File: config.mk
export PLATFORM = sky130hd
export DESIGN_NAME = fsk_demod_sync_detect
export DESIGN_NICKNAME = d
export VERILOG_FILES = /design/src/core/fsk_rx_pkg.sv /design/src/core/fsk_demod_sync_detect.sv
export SDC_FILE = /design/constraint.sdc
export NUM_CORES = 2
export LEC_CHECK = 0
export ABC_AREA = 0
export BUFFER_PORTS_ARGS = -buffer_cell sky130_fd_sc_hd__clkbuf_2
export CAP_MARGIN = 10
export CORE_MARGIN = 1.5
export CORE_UTILIZATION = 55
export DETAILED_ROUTE_END_ITERATION = 8
export PLACE_DENSITY = 0.76
export SETUP_SLACK_MARGIN = 0.2
export SYNTH_ARGS = -nofsm -noshare
export SYNTH_HDL_FRONTEND = slang
export SYNTH_SLANG_ARGS = --single-unit
File: constraint.sdc
create_clock -name clk -period 9.9 [get_ports clk]
set_input_delay 0.99 -clock clk [delete_from_list [all_inputs] [get_ports clk]]
set_output_delay 0.99 -clock clk [all_outputs]
set_load 0.005 [all_outputs]
File: src/core/fsk_rx_pkg.sv
// Purpose: Shared constants and types of the FSK receive baseband block.
// Assumes: One 10 MHz clock; 32-bit plain register port.
// Notes:   Every offset and the control and readback field positions live here; sync word, length and tolerance resets are set in the module.
package fsk_rx_pkg;

  // ==========================================================
  // Register offsets.
  localparam logic [7:0] CTRL_OFFSET = 8'h00;
  localparam logic [7:0] POST_BW_OFFSET = 8'h04;
  localparam logic [7:0] CORR_BW_OFFSET = 8'h08;
  localparam logic [7:0] SYNC_WORD_OFFSET = 8'h0C;
  localparam logic [7:0] RECOVERY_DIV_OFFSET = 8'h10;
  localparam logic [7:0] READBACK_OFFSET = 8'h14;
  localparam logic [7:0] STATUS_OFFSET = 8'h18;

  // ==========================================================
  // Control register field positions.
  localparam int DEMOD_SEL_POS = 0;
  localparam int DEMOD_MODE_POS = 2;
  localparam int SYNC_LEN_POS = 5;
  localparam int ERR_TOL_POS = 7;
  // Readback word field positions.
  localparam int LEVEL_POS = 1;
  localparam int AMP_GAIN_POS = 8;
  localparam int FILTER_GAIN_POS = 10;

  // ==========================================================
  // Encodings.
  localparam logic [1:0] SEL_LINEAR = 2'h0;
  localparam logic [1:0] SEL_CORRELATOR = 2'h1;
  localparam logic [2:0] MODE_SYNC_A = 3'h2;
  localparam logic [2:0] MODE_SYNC_B = 3'h3;

  // ==========================================================
  // Reset values and timing counts.
  localparam logic [1:0] DEMOD_SEL_RESET = 2'h1;
  localparam logic [2:0] DEMOD_MODE_RESET = 3'h0;
  localparam logic [9:0] POST_BW_RESET = 10'h057;
  localparam logic [9:0] CORR_BW_RESET = 10'h009;
  localparam logic [9:0] RECOVERY_DIV_RESET = 10'h001;
  localparam int OVERSAMPLE = 32;
  localparam int RELEASE_CLOCKS = 9;
  localparam int BW_SHIFT = 10;
  localparam int SYNC_MAX = 24;

  // Configuration set by software.
  typedef struct packed {
    logic [1:0] err_tol;
    logic [1:0] sync_len;
    logic [2:0] demod_mode;
    logic [1:0] demod_sel;
  } ctrl_t;

  // Sync matcher states.
  typedef enum logic [1:0] {
    SYNC_HUNT = 2'b01,
    SYNC_HOLD = 2'b10
  } sync_state_t;

endpackage : fsk_rx_pkg

File: src/core/fsk_demod_sync_detect.sv
// Purpose: FSK demodulators, clock recovery and sync word matcher.
// Assumes: Limited I/Q signs and the level thermometer arrive on clk.
// Notes:
// Operation
// - Level code sits in readback bits seven down to one.
// - Readback also carries amplifier and filter gain codes.
// - Level digitised by an eighty level seven bit flash converter.
// - Select field 01 picks correlator, 00 picks linear discriminator.
// - Two correlators at plus and minus deviation decide each bit.
// - Second order low pass with bandwidth setting over 2^10.
// - Correlator slicer threshold fixed at zero.
// - Correlator bandwidth is demod clock over four times deviation.
// - Oversampled PLL at 32 times data rate, tolerating two percent.
// - Linear mode: proportional discriminator, averaging envelope detector, slicer.
// - Linear slicer feeds the PLL; same post filter setting.
// - Compare stream with sync word and raise interrupt on match.
// - Interrupt released after nine recovered data clocks.
// - Sync detection only in demodulator mode 010 or 011.
// - Length field selects 12, 16, 20 or 24 bits.
// - Tolerance field accepts zero to three mismatched bits.
`timescale 1ns/10ps
module fsk_demod_sync_detect
  import fsk_rx_pkg::*;
#(
  parameter int LEVELS = 80,
  parameter int DW = 16
)
(
  // Clock and reset.
  input wire logic clk,
  input wire logic reset_n,
  // Register port.
  input wire logic [7:0] addr,
  input wire logic [31:0] wr_data,
  input wire logic wr_en,
  input wire logic rd_en,
  output logic [31:0] rd_data,
  // Analog front end.
  input wire logic i_lim,
  input wire logic q_lim,
  input wire logic [LEVELS-2:0] level_therm,
  input wire logic [1:0] amp_gain_code,
  input wire logic [1:0] filter_gain_code,
  // Host side.
  output logic rx_data,
  output logic recovered_clock,
  output logic sync_int
);

  // ==========================================================
  // Registers.
  ctrl_t ctrl_reg;
  logic [9:0] post_filter_bandwidth_reg;
  logic [9:0] correlator_bandwidth_setting_reg;
  logic [23:0] sync_word_reg;
  logic [9:0] recovery_div_reg;
  logic [6:0] level_reg;
  logic [31:0] rd_data_reg;
  logic match_seen_reg;

  // Configuration writes.
  always_ff @(posedge clk)
  begin
    if (!reset_n)
    begin
      ctrl_reg <= '{err_tol: 2'h0, sync_len: 2'h0, demod_mode: DEMOD_MODE_RESET,
                    demod_sel: DEMOD_SEL_RESET};
      post_filter_bandwidth_reg <= POST_BW_RESET;
      correlator_bandwidth_setting_reg <= CORR_BW_RESET;
      sync_word_reg <= 24'h000000;
      recovery_div_reg <= RECOVERY_DIV_RESET;
    end
    else if (wr_en)
    begin
      unique case (addr)
        CTRL_OFFSET: ctrl_reg <= ctrl_t'(wr_data[8:0]);
        POST_BW_OFFSET: post_filter_bandwidth_reg <= wr_data[9:0];
        CORR_BW_OFFSET: correlator_bandwidth_setting_reg <= wr_data[9:0];
        SYNC_WORD_OFFSET: sync_word_reg <= wr_data[23:0];
        RECOVERY_DIV_OFFSET: recovery_div_reg <= wr_data[9:0];
        default: ;
      endcase
    end
  end

  // ==========================================================
  // Level digitiser.
  // flash count
  // The thermometer of 79 comparators gives 80 codes, 0 to 79.
  function automatic logic [6:0] therm_count(input logic [LEVELS-2:0] t);
    logic [6:0] n;
    n = 7'h00;
    for (int k = 0; k < LEVELS - 1; k++)
    begin
      n = n + 7'(t[k]);
    end
    return n;
  endfunction : therm_count

  // Level is registered so readback sees a stable code.
  always_ff @(posedge clk)
  begin
    if (!reset_n)
      level_reg <= 7'h00;
    else
      level_reg <= therm_count(level_therm);
  end

  // ==========================================================
  // Readback.
  // level field
  always_ff @(posedge clk)
  begin
    if (!reset_n)
      rd_data_reg <= 32'h00000000;
    else if (rd_en)
    begin
      unique case (addr)
        CTRL_OFFSET: rd_data_reg <= {23'h000000, ctrl_reg};
        POST_BW_OFFSET: rd_data_reg <= {22'h000000, post_filter_bandwidth_reg};
        CORR_BW_OFFSET: rd_data_reg <= {22'h000000, correlator_bandwidth_setting_reg};
        SYNC_WORD_OFFSET: rd_data_reg <= {8'h00, sync_word_reg};
        RECOVERY_DIV_OFFSET: rd_data_reg <= {22'h000000, recovery_div_reg};
        READBACK_OFFSET: rd_data_reg <= {20'h00000, filter_gain_code, amp_gain_code, level_reg, 1'b0};
        STATUS_OFFSET: rd_data_reg <= {30'h00000000, match_seen_reg, sync_int};
        default: rd_data_reg <= 32'h00000000;
      endcase
    end
    else
      rd_data_reg <= 32'h00000000;
  end

  assign rd_data = rd_data_reg;

  // ==========================================================
  // Phase rotation detector.
  // Quadrant decoded from gray I/Q into binary order, so one step forward is one quarter turn.
  logic [1:0] quad;
  logic [1:0] quad_prev_reg;
  logic [1:0] quad_samp_reg;
  logic [9:0] corr_cnt_reg;
  logic corr_tick;
  logic signed [1:0] rot_lin;
  logic signed [1:0] rot_corr;

  assign quad = {q_lim, i_lim ^ q_lim};
  assign corr_tick = (corr_cnt_reg == 10'h000);

  // Step direction between two quadrant samples.
  function automatic logic signed [1:0] step_dir(input logic [1:0] a, input logic [1:0] b);
    logic [1:0] d;
    d = b - a;
    if (d == 2'h1)
      return 2'sb01;
    else if (d == 2'h3)
      return -2'sb01;
    else
      return 2'sb00;
  endfunction : step_dir

  // correlator dwell
  // A tone at the deviation turns a quarter cycle per setting count.
  always_ff @(posedge clk)
  begin
    if (!reset_n)
    begin
      corr_cnt_reg <= 10'h000;
      quad_samp_reg <= 2'h0;
    end
    else if (corr_tick)
    begin
      corr_cnt_reg <= correlator_bandwidth_setting_reg - 10'h001;
      quad_samp_reg <= quad;
    end
    else
      corr_cnt_reg <= corr_cnt_reg - 10'h001;
  end

  // Linear mode looks at every clock.
  always_ff @(posedge clk)
  begin
    if (!reset_n)
      quad_prev_reg <= 2'h0;
    else
      quad_prev_reg <= quad;
  end

  assign rot_lin = step_dir(quad_prev_reg, quad);
  assign rot_corr = corr_tick ? step_dir(quad_samp_reg, quad) : 2'sb00;

  // ==========================================================
  // Correlators and discriminator.
  logic signed [DW-1:0] corr_pos_reg;
  logic signed [DW-1:0] corr_neg_reg;
  logic signed [DW-1:0] disc_lin_reg;
  logic signed [DW-1:0] demod_in;
  localparam logic signed [DW-1:0] FULL = DW'(1 <<< (DW - 3));

  // tone correlators
  // Leaky sums of hits at plus and minus deviation; output is their difference.
  always_ff @(posedge clk)
  begin
    if (!reset_n)
    begin
      corr_pos_reg <= '0;
      corr_neg_reg <= '0;
    end
    else if (corr_tick)
    begin
      corr_pos_reg <= corr_pos_reg - (corr_pos_reg >>> 2) + ((rot_corr > 0) ? FULL >>> 2 : '0);
      corr_neg_reg <= corr_neg_reg - (corr_neg_reg >>> 2) + ((rot_corr < 0) ? FULL >>> 2 : '0);
    end
  end

  // proportional discriminator
  // Output scales with rotation rate, so with frequency.
  always_ff @(posedge clk)
  begin
    if (!reset_n)
      disc_lin_reg <= '0;
    else
      disc_lin_reg <= (rot_lin > 0) ? FULL : (rot_lin < 0) ? -FULL : '0;
  end

  assign demod_in = (ctrl_reg.demod_sel == SEL_CORRELATOR) ? corr_pos_reg - corr_neg_reg : disc_lin_reg;

  // ==========================================================
  // Post filter.
  logic signed [DW-1:0] lpf1_reg;
  logic signed [DW-1:0] lpf2_reg;
  logic signed [DW+11:0] step1;
  logic signed [DW+11:0] step2;

  // shared bandwidth setting
  // Two cascaded poles, each moving by (x - y) * bw / 2^10.
  assign step1 = ((DW+12)'(demod_in) - (DW+12)'(lpf1_reg)) * $signed({1'b0, post_filter_bandwidth_reg});
  assign step2 = ((DW+12)'(lpf1_reg) - (DW+12)'(lpf2_reg)) * $signed({1'b0, post_filter_bandwidth_reg});

  always_ff @(posedge clk)
  begin
    if (!reset_n)
    begin
      lpf1_reg <= '0;
      lpf2_reg <= '0;
    end
    else
    begin
      lpf1_reg <= lpf1_reg + DW'(step1 >>> BW_SHIFT);
      lpf2_reg <= lpf2_reg + DW'(step2 >>> BW_SHIFT);
    end
  end

  // ==========================================================
  // Envelope detector and slicer.
  logic signed [DW-1:0] env_hi_reg;
  logic signed [DW-1:0] env_lo_reg;
  logic signed [DW:0] env_mid;
  logic slice;

  // averaging envelope
  // Peaks decay slowly, so long runs drift the threshold; a known limitation.
  always_ff @(posedge clk)
  begin
    if (!reset_n)
    begin
      env_hi_reg <= '0;
      env_lo_reg <= '0;
    end
    else
    begin
      env_hi_reg <= (lpf2_reg > env_hi_reg) ? lpf2_reg : env_hi_reg - (env_hi_reg >>> 8);
      env_lo_reg <= (lpf2_reg < env_lo_reg) ? lpf2_reg : env_lo_reg - (env_lo_reg >>> 8);
    end
  end

  assign env_mid = ((DW+1)'(env_hi_reg) + (DW+1)'(env_lo_reg)) >>> 1;

  assign slice = (ctrl_reg.demod_sel == SEL_CORRELATOR) ? (lpf2_reg > 0) : ((DW+1)'(lpf2_reg) > env_mid);

  // ==========================================================
  // Clock recovery.
  logic [9:0] os_cnt_reg;
  logic os_tick;
  logic [4:0] phase_reg;
  logic slice_prev_reg;
  logic bit_strobe;
  logic rx_data_reg;
  logic recovered_clock_reg;

  assign os_tick = (os_cnt_reg == 10'h000);

  // Oversample tick, one per recovery_oversample_clock period.
  always_ff @(posedge clk)
  begin
    if (!reset_n)
      os_cnt_reg <= 10'h000;
    else if (os_tick)
      os_cnt_reg <= recovery_div_reg - 10'h001;
    else
      os_cnt_reg <= os_cnt_reg - 10'h001;
  end

  // oversampled PLL
  // Edges belong at phase 0; hold when late, skip when early. One step
  // of 32 per edge covers a two percent rate error.
  always_ff @(posedge clk)
  begin
    if (!reset_n)
    begin
      phase_reg <= 5'h00;
      slice_prev_reg <= 1'b0;
    end
    else if (os_tick)
    begin
      slice_prev_reg <= slice;
      if ((slice != slice_prev_reg) && (phase_reg != 5'h00))
        phase_reg <= (phase_reg < 5'(OVERSAMPLE / 2)) ? phase_reg : phase_reg + 5'h02;
      else
        phase_reg <= phase_reg + 5'h01;
    end
  end

  assign bit_strobe = os_tick && (phase_reg == 5'(OVERSAMPLE / 2));

  // Data sampled mid bit; clock rises with each new bit.
  always_ff @(posedge clk)
  begin
    if (!reset_n)
    begin
      rx_data_reg <= 1'b0;
      recovered_clock_reg <= 1'b0;
    end
    else
    begin
      if (bit_strobe)
        rx_data_reg <= slice;
      recovered_clock_reg <= (phase_reg >= 5'(OVERSAMPLE / 2));
    end
  end

  assign rx_data = rx_data_reg;
  assign recovered_clock = recovered_clock_reg;

  // ==========================================================
  // Sync word matcher.
  logic [SYNC_MAX-1:0] shift_reg;
  logic [SYNC_MAX-1:0] len_mask;
  logic [SYNC_MAX-1:0] diff;
  logic [4:0] miss;
  logic sync_enable;
  logic match;
  sync_state_t sync_state_reg;
  logic [3:0] release_cnt_reg;
  logic sync_int_reg;

  // msb first
  // The newest bit enters at bit 0, so the word's LSB lands last.
  always_ff @(posedge clk)
  begin
    if (!reset_n)
      shift_reg <= '0;
    else if (bit_strobe)
      shift_reg <= {shift_reg[SYNC_MAX-2:0], slice};
  end

  assign len_mask = SYNC_MAX'((25'h1 << (5'd12 + {ctrl_reg.sync_len, 2'b00})) - 25'h1);

  // error tolerance
  // The arriving bit is included, so a match lands on the strobe that completes the word.
  assign diff = ({shift_reg[SYNC_MAX-2:0], slice} ^ sync_word_reg) & len_mask;
  always_comb
  begin
    miss = 5'h00;
    for (int k = 0; k < SYNC_MAX; k++)
      miss = miss + 5'(diff[k]);
  end

  assign sync_enable = (ctrl_reg.demod_mode == MODE_SYNC_A) || (ctrl_reg.demod_mode == MODE_SYNC_B);
  assign match = sync_enable && bit_strobe && (miss <= {3'h0, ctrl_reg.err_tol});

  always_ff @(posedge clk)
  begin
    if (!reset_n)
    begin
      sync_state_reg <= SYNC_HUNT;
      release_cnt_reg <= 4'h0;
      sync_int_reg <= 1'b0;
    end
    else
    begin
      unique case (sync_state_reg)
        SYNC_HUNT:
        begin
          if (match)
          begin
            sync_state_reg <= SYNC_HOLD;
            release_cnt_reg <= 4'(RELEASE_CLOCKS);
            sync_int_reg <= 1'b1;
          end
        end
        SYNC_HOLD:
        begin
          if (bit_strobe && (release_cnt_reg == 4'h1))
          begin
            sync_state_reg <= SYNC_HUNT;
            sync_int_reg <= 1'b0;
          end
          if (bit_strobe)
            release_cnt_reg <= release_cnt_reg - 4'h1;
        end
      endcase
    end
  end

  assign sync_int = sync_int_reg;

  // Sticky match flag; a new match wins over the read that clears it.
  always_ff @(posedge clk)
  begin
    if (!reset_n)
      match_seen_reg <= 1'b0;
    else if (match)
      match_seen_reg <= 1'b1;
    else if (rd_en && (addr == STATUS_OFFSET))
      match_seen_reg <= 1'b0;
  end

endmodule : fsk_demod_sync_detect

# After elaboration in Yosys (flattened, before gate mapping)
# Cells that the tools add are included.
# op_classes
n_addsub	124
multipliers	2
magnitude_cmp	11
eq_ne	22
shifts	1
n_mux	29
bitwise	4
n_reduce_logical	22
# op_table
operator	count
7-bit by 1-bit adder with 7-bit output	72
24-bit case mux with 7 select lines	1
5-bit by 1-bit adder with 5-bit output	19
16-bit two-way mux	4
17-bit by 11-bit multiplier with 26-bit output	2
10-bit by 1-bit subtractor with 10-bit output, second input constant	4
16-bit by 16-bit subtractor with 17-bit output	2
16-bit by 12-bit adder with 16-bit output	2
16-bit adder	2
16-bit greater-than comparator	2
16-bit by 14-bit subtractor with 16-bit output	2
16-bit by 8-bit subtractor with 16-bit output	2
24-bit AND	1
8-bit by 5-bit equality test with 1-bit output, second input constant	3
12-bit two-way mux	2
1-bit by 5-bit left shift with 24-bit output, first input constant	1
24-bit by 1-bit subtractor with 24-bit output, second input constant	1
24-bit XOR	1
10-bit logical NOT	2
10-bit two-way mux	2
2-bit AND reduction	9
16-bit by 16-bit adder with 17-bit output	1
8-bit by 4-bit equality test with 1-bit output, second input constant	2
16-bit by 1-bit greater-than comparator with 1-bit output, second input constant	1
42 further kinds	75
# word_totals
reg_bits	277
inputBits	129
output_inout_bits	35
word_cells	246

# Depth between registers and ports, before layout
# depth
depth_word	78
depth_mapped	44
ltp_nobuf	44

# Worst setup path before layout
# Ideal clock, no wire load.
# synth_path
path_type	reg2reg
start	reg corr_pos_reg[0]
end	reg lpf1_reg[15]
setup_time_ns	0.115
arrival_ns	9.191
required_ns	9.785
path_slack_ns	0.594
path_stages_with_launch	42
path_buffers	0
period_less_slack_ns	9.306
cell_sequence	dfxtp_1 -> inv_1 -> ha_1 -> fa_1 -> nor2b_1 -> o21ai_0 -> a21boi_0 -> o21ai_0 -> a21oi_1 -> o21ai_0 -> a21oi_1 -> nor3_1 -> ha_1 -> or3_1 -> a211oi_1 -> nor2_1 -> xor2_1 -> nand2_1 -> (+6 left out) -> fa_1 -> inv_1 -> ha_1 -> or4_1 -> o21ai_2 -> nand2b_1 -> and2_1 -> nor2_1 -> xnor2_1 -> ha_1 -> a31oi_1 -> nor2b_1 -> o21ai_0 -> a211oi_1 -> a31oi_1 -> o21ai_0 -> xnor3_1 -> and2_1
# synth_via
elab_chain_cells	5
# synth_rtl
item	line_no	rtl
start, declared	fsk_demod_sync_detect.sv:193	logic signed [DW-1:0] corr_pos_reg;
start signal, assigned	fsk_demod_sync_detect.sv:210	corr_pos_reg <= corr_pos_reg - (corr_pos_reg >>> 2) + ((rot_corr > 0) ? FULL >>> 2 : '0);
16-bit subtractor	fsk_demod_sync_detect.sv:225	assign demod_in = (ctrl_reg.demod_sel == SEL_CORRELATOR) ? corr_pos_reg - corr_neg_reg : disc_lin_reg;
16-bit two-way mux	fsk_demod_sync_detect.sv:225	
16-bit by 16-bit subtractor with 17-bit output	fsk_demod_sync_detect.sv:236	assign step1 = ((DW+12)'(demod_in) - (DW+12)'(lpf1_reg)) * $signed({1'b0, post_filter_bandwidth_reg});
17-bit by 11-bit multiplier with 26-bit output	fsk_demod_sync_detect.sv:236	
16-bit adder	fsk_demod_sync_detect.sv:248	lpf1_reg <= lpf1_reg + DW'(step1 >>> BW_SHIFT);
end signal, assigned	fsk_demod_sync_detect.sv:248	
end, declared	fsk_demod_sync_detect.sv:229	logic signed [DW-1:0] lpf1_reg;
# Every way passes these cells.
# A chain may end at the register's enable or synchronous reset.

# Worst setup path after layout
# layout_path
start	reg corr_neg_reg[0]
end	reg lpf1_reg[15]
# layout_via
elab_chain_cells	5
# layout_rtl
item	line_no	rtl
start, declared	fsk_demod_sync_detect.sv:194	logic signed [DW-1:0] corr_neg_reg;
start signal, assigned	fsk_demod_sync_detect.sv:211	corr_neg_reg <= corr_neg_reg - (corr_neg_reg >>> 2) + ((rot_corr < 0) ? FULL >>> 2 : '0);
16-bit subtractor	fsk_demod_sync_detect.sv:225	
16-bit two-way mux	fsk_demod_sync_detect.sv:225	
16-bit by 16-bit subtractor with 17-bit output	fsk_demod_sync_detect.sv:236	
17-bit by 11-bit multiplier with 26-bit output	fsk_demod_sync_detect.sv:236	
16-bit adder	fsk_demod_sync_detect.sv:248	
# Every way passes these cells.

==> results.md <==
- Post-synth ARST share: 0%
- Leading area contributor after synthesis: fa_1
- Die height: 242 um
- Worst slew margin: 32.5%
- Vias in the first global route: ~26,000
- Antenna Violating Nets Remaining: 0
- Sink Count: 253
- Worst reg2reg setup slack: 0.51 ns
- CP top delay family: adder cells
- Critical path depth in cells: between 40 and 50
- Worst-Margin Slew: 1.00 ns
- F_max: 106 MHz
- # diodes: 0
- Final Non-Filler Cells: roughly 4,700
- Area growth syn-to-layout: 11.2%
- Synth unique cells: 78
- DRT iter0 DRCs: 1,604
- Syn Inst Count: 3,739
- Vias: about 26,000
- Ratio of cells with drive above 1 in the final layout: 10.4%
- CTS tree: built
- DR WL met2: between 30,000 and 40,000 um
- Gr ovfl total: 0
- # rows: 87
- NumNets Final: 4,785
- Post-Syn Area: 31,500 um^2
- Setup Viol. Count Final: 0
- Yosys warns: 0
- Crit end category: register
- Initial antenna violation count: 0
- Placeable Area: 56,500 um^2
- Cells after DPL: 4,608
- Sequential area share after synthesis: 16.1%
- Count leader, synth: inv_1
- Worst path bufs/invs: 6
- Startpoint types: register
- DR WL met3: 4090 um
- Largest net degree at the start of global routing: 110
- Top Metal Used: met4
- Final setup margin: 0.510 ns
- First-pass GRT wire length: 126,000 um
- Clock Pin Slew Worst Setup and Hold Paths: 0.06 ns
- Post-layout util: 62.1%
- Fin crit period: between 9 and 10 ns
- Period utilization: 94.8%
- RSZ-0062 raised after global routing: false
- Top FF cell, synth: dfxtp_1
- CP max stage cell: fa_1
- Critical Path Source: corr_neg_reg[0]
- DRT Wirelength: 75,900 um
- Gr usage total: 25.9%
- Worst-Skew Late Latency: approximately 0.57 ns
- Yosys top cell area share: 24.4%
- DRC errors left: 0
- Fill cells: about 4,800
- R2R Path End: lpf1_reg[15]
- Worst flop-to-flop path startpoint: corr_neg_reg[0]
- Htree depth: 1
- Placement Setup Slack: -0.173 ns
- Gp weighted congestion: 0.894
- IO Port Bufs: 147
- Crit path capture: lpf1_reg[15]
- Peak fanout along the critical path: 4
- I/O pin total: 164
- # Max-Cap Violations: 0
- DRT Pass-1 Iters: 6
- DIE AREA: 58,800 um^2
- Status: completed
- Fin. max-slew vios: 0
- Avg Cell Area, Syn: 8.44 um^2
- FF+latch count, synth: 253
- R2R cell count: 41
- Clock Tree Buf Depth: 3
- Mean number of vias per cell: approximately 5.5
- DR WL/cell: approximately 16 um
- DP HPWL: between 50,000 and 60,000 um
- Largest cells by area after synthesis: fa_1 (24%), dfxtp_1 (16%), ha_1 (15%)
- Arrival time at the worst endpoint: 9.85 ns
- Met1 WL: 33,000 um
- Initial Utilization: 55.8%
- Critical path class: register to register
- Post-synth EDFFs: 0
- Die W: 242 um
- Root Driver: clkbuf_16
- HP Class: register to register
- Worst clock skew: 0.00760 ns
- Synth top cells by count: inv_1 (589), nand2_1 (461), fa_1 (385), ha_1 (368), dfxtp_1 (253)
- CP required: 10.36 ns
- CP max stage delay: 0.55 ns
- Final Hold Viols: 0
- CTS buffer count: 27
-- worst register-to-register path: cells and delay by family (launching register included) --
kind / cells / cell delay [ns]
AND/OR/NAND/NOR: 9 / 1.53
buffers and inverters: 6 / 0.55
flip-flops: 1 / 0.40
AO/OA/AOI/OAI: 13 / 2.54
XOR/XNOR: 3 / 0.49
adder cells (fa/ha/maj): 10 / 3.76
-- worst min-delay path by stage --
stage	from	cells past startpoint	slack (ns)	end
floorplan	corr_neg_reg[11]	2	0.43	corr_neg_reg[11]
global placement	corr_neg_reg[11]	2	0.44	corr_neg_reg[11]
detailed placement	corr_neg_reg[11]	2	0.45	corr_neg_reg[11]
CTS	corr_neg_reg[11]	2	0.46	corr_neg_reg[11]
global route	quad_samp_reg[1]	2	0.49	quad_samp_reg[1]
finish	corr_neg_reg[11]	2	0.46	corr_neg_reg[11]
-- layout by cell type, fill, tap and decap left out, types with 61 or more instances in the layout --
| master | instances |
|---|---|
| dfxtp_1 | 246 |
| nor3_1 | 61 |
| fa_1 | 384 |
| nand2_1 | 459 |
| inv_1 | 587 |
| clkbuf_2 | 147 |
| xor2_1 | 68 |
| nor2_1 | 207 |
| xnor2_1 | 127 |
| buf_4 | 99 |
| nand3_1 | 74 |
| o21ai_0 | 77 |
| and2_1 | 181 |
| ha_1 | 356 |
| a21oi_1 | 216 |
-- area by class of cell --
type	count	area [um^2]	area share, %
clock buffers	40	785	2.24
clock inverters	6	123	0.350
inverters	590	2220	6.33
multi-input cells	2783	24400	69.6
flip-flops and latches	253	5080	14.5
well taps	756	946	2.70
repair buffers	248	1500	4.29
-- per-stage QoR --
stage | hold WS, ns | instance area [um^2] | setup TNS [ns]
after floorplan | 0.432 | 31600 | 0
after global placement | 0.439 | 33400 | 0
after detailed placement | 0.447 | 33400 | -0.173
after CTS | 0.455 | 34400 | 0
after global routing | 0.492 | 35100 | 0
final | 0.458 | 35100 | 0
-- timing repair --
action,in CTS,in global routing
endpoints found under the setup margin,6,16
pin swaps,1,70
setup buffers,0,22
endpoints found under the hold margin,0,0
gates resized for setup,14,122
cloned,0,0
hold buffers,0,0
-- routing by layer --
metal | vias to the layer above | track usage, %
li1 | 12400 | -
met1 | 12400 | 34.9
met2 | 639 | 44.1
met3 | 136 | 2.77
met4 | 0 | 6.84
met5 | - | 0
-- cell families after synthesis --
family / count (synthesis) / synth area share [%]
flip-flops: 253 / 16.1
AND/OR/NAND/NOR: 1213 / 18.4
other: 2 / 0.0238
XOR/XNOR: 204 / 5.71
adder cells (fa/ha/maj): 753 / 39.0
buffers and inverters: 711 / 8.56
multiplexers: 25 / 0.797
AO/OA/AOI/OAI: 578 / 11.4
Power is not shown: default switching activity piles up to over one toggle a cycle in this logic, so the estimate is an artifact.
